<file path="src/pps_pkg.sv">
// Package for the pulse-per-second generator: timing constants.
// Assumes a 100 MHz system clock.
package pps_pkg;
    localparam int PPS_CLK_HZ = 100000000;
    localparam int PPS_LOW_MS = 1;
    localparam int PPS_PERIOD_MS = 1000;
    localparam int PPS_LOW_CYC = PPS_CLK_HZ / 1000 * PPS_LOW_MS;
    localparam int PPS_PERIOD_CYC = PPS_CLK_HZ / 1000 * PPS_PERIOD_MS;
    localparam int PPS_CNT_W = 27;
    localparam logic [26:0] PPS_CNT_RST = 27'h0;
endpackage

</file>
<file path="src/pps_gen.sv">
// Pulse-per-second generator: active 1 ms then idle 999 ms per second (low active unless rise_mark).
// Assumes sec_tick marks each second boundary from the receiver time base,
// and that fix_valid and time_valid are pins from another domain.
// How it works
// - No pulses while position solution invalid
// - Falling edge marks second boundary by default
// - Active 1 ms, idle 999 ms (low then high when falling), period one second
// - Setting selects rising or falling edge
// - Output valid only after lock and time
`timescale 1ns/100ps
module pps_gen
    import pps_pkg::*;
#(
    parameter int PERIOD_CYC = PPS_PERIOD_CYC,
    parameter int LOW_CYC = PPS_LOW_CYC
) (
    input wire logic clk,
    input wire logic rst_n,
    input wire logic sec_tick,
    input wire logic fix_valid,
    input wire logic time_valid,
    input wire logic rise_mark,
    output logic pps_out
);
    logic [2:0] fix_sync;
    logic [2:0] time_sync;
    logic fix_ok;
    logic time_ok;
    logic armed;
    logic [PPS_CNT_W-1:0] cnt;
    logic in_low;
    logic pps_valid;

    // Three stages; a change counts when the last two agree
    always_ff @(posedge clk or negedge rst_n) begin
        if (!rst_n) begin
            fix_sync <= 3'h0;
        end else begin
            fix_sync <= {fix_sync[1:0], fix_valid};
        end
    end

    always_ff @(posedge clk or negedge rst_n) begin
        if (!rst_n) begin
            time_sync <= 3'h0;
        end else begin
            time_sync <= {time_sync[1:0], time_valid};
        end
    end

    // Disagreeing stages keep the old level, so a glitch is dropped
    always_ff @(posedge clk or negedge rst_n) begin
        if (!rst_n) begin
            fix_ok <= 1'b0;
        end else if (fix_sync[2] == fix_sync[1]) begin
            fix_ok <= fix_sync[2];
        end
    end

    always_ff @(posedge clk or negedge rst_n) begin
        if (!rst_n) begin
            time_ok <= 1'b0;
        end else if (time_sync[2] == time_sync[1]) begin
            time_ok <= time_sync[2];
        end
    end

    assign pps_valid = fix_ok && time_ok;

    // Start on a boundary only, so the first pulse is never short
    always_ff @(posedge clk or negedge rst_n) begin
        if (!rst_n) begin
            armed <= 1'b0;
        end else if (!pps_valid) begin
            armed <= 1'b0;
        end else if (sec_tick) begin
            armed <= 1'b1;
        end
    end

    // Boundary tick realigns the count; free-runs between ticks
    always_ff @(posedge clk or negedge rst_n) begin
        if (!rst_n) begin
            cnt <= PPS_CNT_RST;
        end else if (sec_tick) begin
            cnt <= PPS_CNT_RST;
        end else if (cnt == PPS_CNT_W'(PERIOD_CYC - 1)) begin
            cnt <= PPS_CNT_RST;
        end else begin
            cnt <= cnt + 1'b1;
        end
    end

    // The last count stands in for a missing tick, so the period holds
    always_comb begin
        in_low = 1'b0;
        if (sec_tick) begin
            in_low = 1'b1;
        end else if (armed && cnt == PPS_CNT_W'(PERIOD_CYC - 1)) begin
            in_low = 1'b1;
        end else if (armed && cnt < PPS_CNT_W'(LOW_CYC - 1)) begin
            in_low = 1'b1;
        end
    end

    // Registered output, so the edge lags the boundary by one clock
    always_ff @(posedge clk or negedge rst_n) begin
        if (!rst_n) begin
            pps_out <= 1'b1;
        end else if (!pps_valid || !(armed || sec_tick)) begin
            pps_out <= !rise_mark;
        end else if (in_low) begin
            pps_out <= rise_mark;
        end else begin
            pps_out <= !rise_mark;
        end
    end

    idle_level_a: assert property (@(posedge clk) disable iff (!rst_n)
        !pps_valid |=> pps_out == !$past(rise_mark))
        else $error("pulse output left idle level while suppressed");

    edge_at_tick_a: assert property (@(posedge clk) disable iff (!rst_n)
        sec_tick && pps_valid && !rise_mark |=> !pps_out)
        else $error("no falling edge at the second boundary");

    rise_select_a: assert property (@(posedge clk) disable iff (!rst_n)
        sec_tick && pps_valid && rise_mark |=> pps_out)
        else $error("no rising edge in rising mode");

    low_width_a: assert property (@(posedge clk) disable iff (!rst_n)
        armed && pps_valid && !sec_tick && !rise_mark &&
        cnt == PPS_CNT_W'(LOW_CYC - 1) |=> pps_out)
        else $error("low phase longer than one millisecond");

    no_pulse_a: assert property (@(posedge clk) disable iff (!rst_n)
        !fix_ok |=> !armed)
        else $error("generator armed without a position fix");

    need_time_a: assert property (@(posedge clk) disable iff (!rst_n)
        !time_ok |=> !armed)
        else $error("generator armed without valid time");

    wrap_a: assert property (@(posedge clk) disable iff (!rst_n)
        !sec_tick && cnt == PPS_CNT_W'(PERIOD_CYC - 1) |=> cnt == 0)
        else $error("period counter did not wrap at one second");

    arm_tick_a: assert property (@(posedge clk) disable iff (!rst_n)
        $rose(armed) |-> $past(sec_tick))
        else $error("pulses started off a second boundary");

    rise_width_a: assert property (@(posedge clk) disable iff (!rst_n)
        armed && pps_valid && !sec_tick && rise_mark &&
        cnt == PPS_CNT_W'(LOW_CYC - 1) |=> !pps_out)
        else $error("high phase too long in rising mode");

    count_step_a: assert property (@(posedge clk) disable iff (!rst_n)
        !sec_tick && cnt != PPS_CNT_W'(PERIOD_CYC - 1)
        |=> cnt == $past(cnt) + 1'b1)
        else $error("period counter skipped a step");

    cnt_range_a: assert property (@(posedge clk) disable iff (!rst_n)
        cnt <= PPS_CNT_W'(PERIOD_CYC - 1))
        else $error("period counter beyond one second");

    tick_restart_a: assert property (@(posedge clk) disable iff (!rst_n)
        sec_tick |=> cnt == PPS_CNT_RST)
        else $error("boundary tick did not realign the count");

    period_start_a: assert property (@(posedge clk) disable iff (!rst_n)
        armed && pps_valid && !sec_tick &&
        cnt == PPS_CNT_W'(PERIOD_CYC - 1) |=> pps_out == $past(rise_mark))
        else $error("no pulse at the free-running boundary");

    fix_agree_a: assert property (@(posedge clk) disable iff (!rst_n)
        fix_sync[2] != fix_sync[1] |=> $stable(fix_ok))
        else $error("fix state moved on disagreeing stages");

    time_agree_a: assert property (@(posedge clk) disable iff (!rst_n)
        time_sync[2] != time_sync[1] |=> $stable(time_ok))
        else $error("time state moved on disagreeing stages");

    tick_idle_a: assert property (@(posedge clk) disable iff (!rst_n)
        sec_tick && !pps_valid |=> pps_out == !$past(rise_mark))
        else $error("pulse produced without a valid solution");

    arm_hold_a: assert property (@(posedge clk) disable iff (!rst_n)
        armed && pps_valid |=> armed)
        else $error("generator disarmed while still valid");

    idle_unarmed_a: assert property (@(posedge clk) disable iff (!rst_n)
        !armed && !sec_tick |=> pps_out == !$past(rise_mark))
        else $error("spurious edge before the first boundary");

    // Length of the active level; a tick starts a fresh pulse
    logic [PPS_CNT_W-1:0] act_run;
    always_ff @(posedge clk or negedge rst_n) begin
        if (!rst_n) begin
            act_run <= PPS_CNT_RST;
        end else if (sec_tick || pps_out != rise_mark) begin
            act_run <= PPS_CNT_RST;
        end else begin
            act_run <= act_run + 1'b1;
        end
    end

    act_width_a: assert property (@(posedge clk) disable iff (!rst_n)
        act_run <= PPS_CNT_W'(LOW_CYC))
        else $error("active level held longer than the pulse");

    first_pulse_c: cover property (@(posedge clk) disable iff (!rst_n)
        $rose(armed));
    rise_mode_c: cover property (@(posedge clk) disable iff (!rst_n)
        armed && rise_mark && $rose(pps_out));
    lose_fix_c: cover property (@(posedge clk) disable iff (!rst_n)
        $fell(armed));
    free_run_c: cover property (@(posedge clk) disable iff (!rst_n)
        armed && !sec_tick && cnt == PPS_CNT_W'(PERIOD_CYC - 1));
    early_tick_c: cover property (@(posedge clk) disable iff (!rst_n)
        armed && sec_tick && cnt != PPS_CNT_W'(PERIOD_CYC - 1));
endmodule

</file>
<file path="config.mk">
export PLATFORM = sky130hd
export DESIGN_NAME = pps_gen
export DESIGN_NICKNAME = d
export VERILOG_FILES = /design/src/pps_pkg.sv /design/src/pps_gen.sv
export SDC_FILE = /design/constraint.sdc
export NUM_CORES = 1
export LEC_CHECK = 0
export ABC_AREA = 1
export BUFFER_PORTS_ARGS = -buffer_cell sky130_fd_sc_hd__clkbuf_2
export CAP_MARGIN = 20
export CELL_PAD_IN_SITES_DETAIL_PLACEMENT = 2
export CELL_PAD_IN_SITES_GLOBAL_PLACEMENT = 2
export CORE_MARGIN = 3
export CORE_UTILIZATION = 36
export DETAILED_ROUTE_END_ITERATION = 7
export PLACE_DENSITY_LB_ADDON = 0.1
export SLEW_MARGIN = 10
export SYNTH_ARGS = -nofsm -noshare
export SYNTH_HDL_FRONTEND = slang
export SYNTH_SLANG_ARGS = --single-unit
</file>
<file path="constraint.sdc">
create_clock -name clk -period 2.04 [get_ports clk]
set_input_delay 0.408 -clock clk [delete_from_list [all_inputs] [get_ports clk]]
set_output_delay 0.408 -clock clk [all_outputs]
set_load 0.01 [all_outputs]
</file>
# Word-level counts from Yosys, hierarchy flattened
# Index checks and enable logic that the tools add are counted.
[op_classes]
n_addsub = 1
magnitude_cmp = 1
n_eq_ne = 4
mux = 9
reduce_logical = 8
[ops]
columns = ["operator", "n"]
rows = [
  ["$mux W27", 2],
  ["$add A27 B1 Y27 const B", 1],
  ["$eq A27 B27 Y1 const B", 1],
  ["$lt A27 B17 Y1 const B", 1],
  ["$mux W1", 7],
  ["$logic_and A1 B1 Y1", 3],
  ["$logic_not A1 Y1", 3],
  ["$eq A1 B1 Y1", 2],
  ["$logic_or A1 B1 Y1", 2],
  ["$ne A2 B2 Y1 const B", 1],
]
[totals]
regBits = 37
input_bits = 6
output_inout_bits = 1
wordCells = 30

# Longest topological paths before layout
[logic_depth]
depth_word = 7
depth_mapped = 12
ltp_nobuf = 12

# Worst setup path before layout
# No wires, ideal clock.
[synth_timing]
kind = "flip-flop to flip-flop"
start = "reg cnt[0]"
end = "reg cnt[20]"
t_arrival_ns = 1.310
t_required_ns = 1.913
setup_slack_ns = 0.602
stages_incl_launch_ff = 10
path_buffers = 1
synth_period_minus_slack_ns = 1.438
cell_sequence = "dfrtp_1 -> ha_1 -> nand2_1 -> nor2_2 -> nand2_2 -> nor2_1 -> nand3_1 -> nand2_2 -> buf_4 -> nor3_1"
[synth_between]
elab_chain_len = 3
word_cells_on_any_way = 4
cone_classes = "1 x add/sub; 1 x eq/ne; 2 x mux"
[synth_lines]
columns = ["item", "line_no", "text"]
rows = [
  ["start: declaration", "pps_gen.sv:30", "logic [PPS_CNT_W-1:0] cnt;"],
  ["start signal: assignment", "pps_gen.sv:90", "cnt <= cnt + 1'b1;"],
  ["$add A27 B1 Y27 or $eq A27 B27 Y1 (tied branches)", "pps_gen.sv:90, pps_gen.sv:87", ""],
  ["$mux W27 *", "pps_gen.sv:87", "end else if (cnt == PPS_CNT_W'(PERIOD_CYC - 1)) begin"],
  ["$mux W27 *", "pps_gen.sv:85", "end else if (sec_tick) begin"],
]
# Every way passes the cells marked *; elsewhere a longest branch is shown, timed or not.
# A chain may end at the register's enable or synchronous reset.

# Final worst setup path
[layout_timing]
start = "reg cnt[0]"
end = "reg cnt[5]"
# The elaborated chain is that of the path after synthesis.

==> out/qor.yml <==
power:
  ir_worst_vdd_mv: 0.311
  p_leak_nw: 1.03
  p_sw_share_pct: 23.6
  power_density_nw_per_um2: 642
  p_int_w: 0.00114
  p_sw_w: 0.000351
  power.total_w: 0.00149
  seqPwrFrac_pct: 51.2
  clockPowerShare_pct: 44.6
  p_comb_share_pct: 4.2
detailed_routing:
  avgRoutedWirePerCell_um: 18.5
  drt-total-wl_um: 6750
  vias: 1880
  postRouteAntennaNets: 0
  drc_errors: 0
  drt_first_pass_iters: 4
  viasPerCell: 5.15
  first_iter_violations: 70
layout:
  n_antenna_cell: 0
  syn_to_final_growth_pct: 11.9
  seq_area_um2: 927
  n_fill_cell: 704
  multiInputGateArea_um2: 977
  nets: 299
  drive_above_1_share_pct: 14.7
global_routing:
  grt-ovfl-total: 0
  grt_pass1_wl_um: 11100
  grt_pass1_vias: 2056
  antenna_found_initial: 0
  grt_usage_pct: 22.7
  grt_max_degree: 24
critical_path:
  endpoint_kind: "register"
  startpoint_type: "register"
  cpMaxStageDelayCell: "dfrtp_1"
  r2r_start: "cnt[0]"
  cp.required_ns: 2.22
  path_cells: "ha_1, nand2_1, nor2_2, nand2_2, nor2_1, nand3_1, nand2_2, buf_4, nor2_1"
  cp_data_arrival_time_ns: 1.93
  crit_start: "cnt[0]"
  cpLargestDelayFamily: "simple AND/OR/NAND/NOR gates"
  slowest_delay_ns: 0.38
  r2r_setup_slack_ns: 0.29
  path_buf_inv: 1
  critical_path_class: "reg2reg"
  crit_fanout: 7
floorplan:
  die_area_um2: 6710
  pin_count: 7
  rows: 27
  start_util_pct: 37.4
  chipHeight_um: 81.9
  dieWidth_um: 81.9
  core-area_um2: 5540
clocking:
  path_clk_slew_ns: 0.09
  cts_setup_buffers: 0
  cts_buffers: 5
  ctsRootBufferMaster: "clkbuf_8"
  ctsLongestPathBuffers: 2
  clk-insertion-delay-late_ns: 0.30
  cts-hold-fix-buffers: 0
  cts_sinks: 37
  tritoncts: "built"
  ctsResizeCount: 0
  cts_max_level: 2
sta:
  fmax_mhz: 572
  grt_setup_unrepaired: "no"
  period_share_pct: 85.7
  skew_ns: 0.00975
  setup_violations: 0
  setup_tns_ns: 0
  drv_slew: 0
  hold_viol: 0
  tightest_slew_ns: 0.462
  slew_headroom_pct: 69.0
  fin_crit_ns: 1.75
job:
  drv_cap: 0
synth:
  ys_types: 26
  syn_nets: 285
  avgSynthCellArea_um2: 7.46
  syn_inst: 278
  yosys.area.top_type: "dfrtp_1"
  yosys_warnings: 0
  synthesis.area_um2: 2070
  synth_top_area_share_pct: 43.5
  synth_seq_cells: 37
  synth.area.top_cells: "dfrtp_1 (43%), nand2_1 (11%), nor2_1 (8.1%), nand3_1 (7.2%), inv_1 (6.5%)"
  seq_area_frac_synth_pct: 44.7
status:
  status: "finished clean"
min_path:
  min_path_type: "in2async"
place:
  io_buffers: 6
  dp.final_hpwl_um: 5330
  gp_congestion: 0.831
sequential cells by signal, indices dropped and copies added (netlist names):
signal     flops
fix_ok         1
pps_out        1
time_ok        1
fix_sync       3
armed          1
cnt           27
time_sync      3
synthesized netlist by cell type, drive strengths merged:
cell / count
nand3: 30
o21ai: 3
o211a: 1
and3: 1
nor4: 2
xor2: 9
nor3: 21
nor2: 51
nand2: 65
nand4: 3
dfstp: 1
inv: 42
dfrtp: 36
clkbuf: 1
a21oi: 6
a31oi: 1
buf: 1
ha: 1
xnor2: 1
maj3: 2
worst paths after layout:
kind,end,cells past startpoint
worst min-delay path,cnt[15],1
max in group asynchronous,cnt[5],2
min in group clk,time_sync[0],1
worst max register to register,cnt[5],9
worst max-delay path,cnt[5],9
worst min register to register,fix_sync[1],0
layout make-up:
type | instances | share of cell area (%)
Inverter | 42 | 6.80
Clock buffer | 5 | 2.97
Sequential cell | 37 | 40.0
Tap cell | 72 | 3.88
Timing Repair Buffer | 9 | 2.27
Multi-Input combinational cell | 197 | 42.1
Clock inverter | 3 | 2.00
kinds of logic after synthesis:
kind of cell             after synthesis  share of synthesized area, %
AND/OR/NAND/NOR                      173                          38.4
buffers and inverters                 44                          8.15
flip-flops                            37                          44.7
AO/OA/AOI/OAI                         11                          2.96
XOR/XNOR                              10                          4.22
adder cells (fa/ha/maj)                3                          1.57
routing by layer:
layer / global-route usage [%] / up-vias / share of wire, %
li1: - / 903 / -
met1: 31.3 / 957 / 48
met2: 37.3 / 13 / 49
met3: 3.29 / 7 / 1.4
met4: 5.32 / 0 / 1.0
met5: 0 / - / 0
placed cells by master, fill, tap and decap left out:
cell type / netlist / layout
inv_1: 36 / 36
nand2_2: 7 / 7
o211a_1: 1 / 1
nor2_2: 5 / 5
xor2_1: 9 / 9
xnor2_1: 1 / 1
maj3_1: 2 / 2
dfstp_2: 1 / 1
bufinv_16: 0 / 1
nand3_1: 30 / 30
o21ai_0: 1 / 1
nand4_1: 3 / 3
nor3_2: 6 / 6
a31oi_1: 1 / 1
ha_1: 1 / 1
clkinvlp_4: 0 / 1
inv_2: 6 / 6
and3_1: 1 / 1
buf_4: 1 / 3
nand2_1: 58 / 58
nor4_1: 2 / 2
nor3_1: 15 / 15
dfrtp_1: 36 / 36
nor2_4: 1 / 1
o21ai_1: 2 / 2
clkinv_4: 0 / 1
clkbuf_2: 0 / 6
a21oi_1: 6 / 6
clkbuf_8: 0 / 5
nor2_1: 45 / 45
power groups by stage:
stage	clock (W)	combinational [W]	sequential, W
3_3_place_gp	0	0.0000611	0.000775
2_1_floorplan	0	0.0000269	0.000775
3_5_place_dp	0	0.0000647	0.000777
4_1_cts	0.000676	0.0000653	0.000763
6_report	0.000664	0.0000628	0.000762
5_1_grt	0.000711	0.0000732	0.000765
worst reg2reg max path: stages, from the launching register on:
cell	delay [ns]
dfrtp_1	0.38
ha_1	0.21
nand2_1	0.11
nor2_2	0.18
nand2_2	0.13
nor2_1	0.11
nand3_1	0.10
nand2_2	0.18
buf_4	0.20
nor2_1	0.05
stage by stage:
step	hold slack (ns)	worst slack, ns	area [um2]	std cells	util [%]
after floorplan	0.112	0.602	2070	278	-
after global placement	0.335	0.394	2200	357	39.8
after detailed placement	0.338	0.292	2200	357	39.8
after CTS	0.0370	0.268	2320	365	41.9
after global routing	0.0463	0.0850	2320	365	41.9
final	0.0214	0.291	2320	365	41.9
No activity file was read; power rests on OpenSTA's default activity.
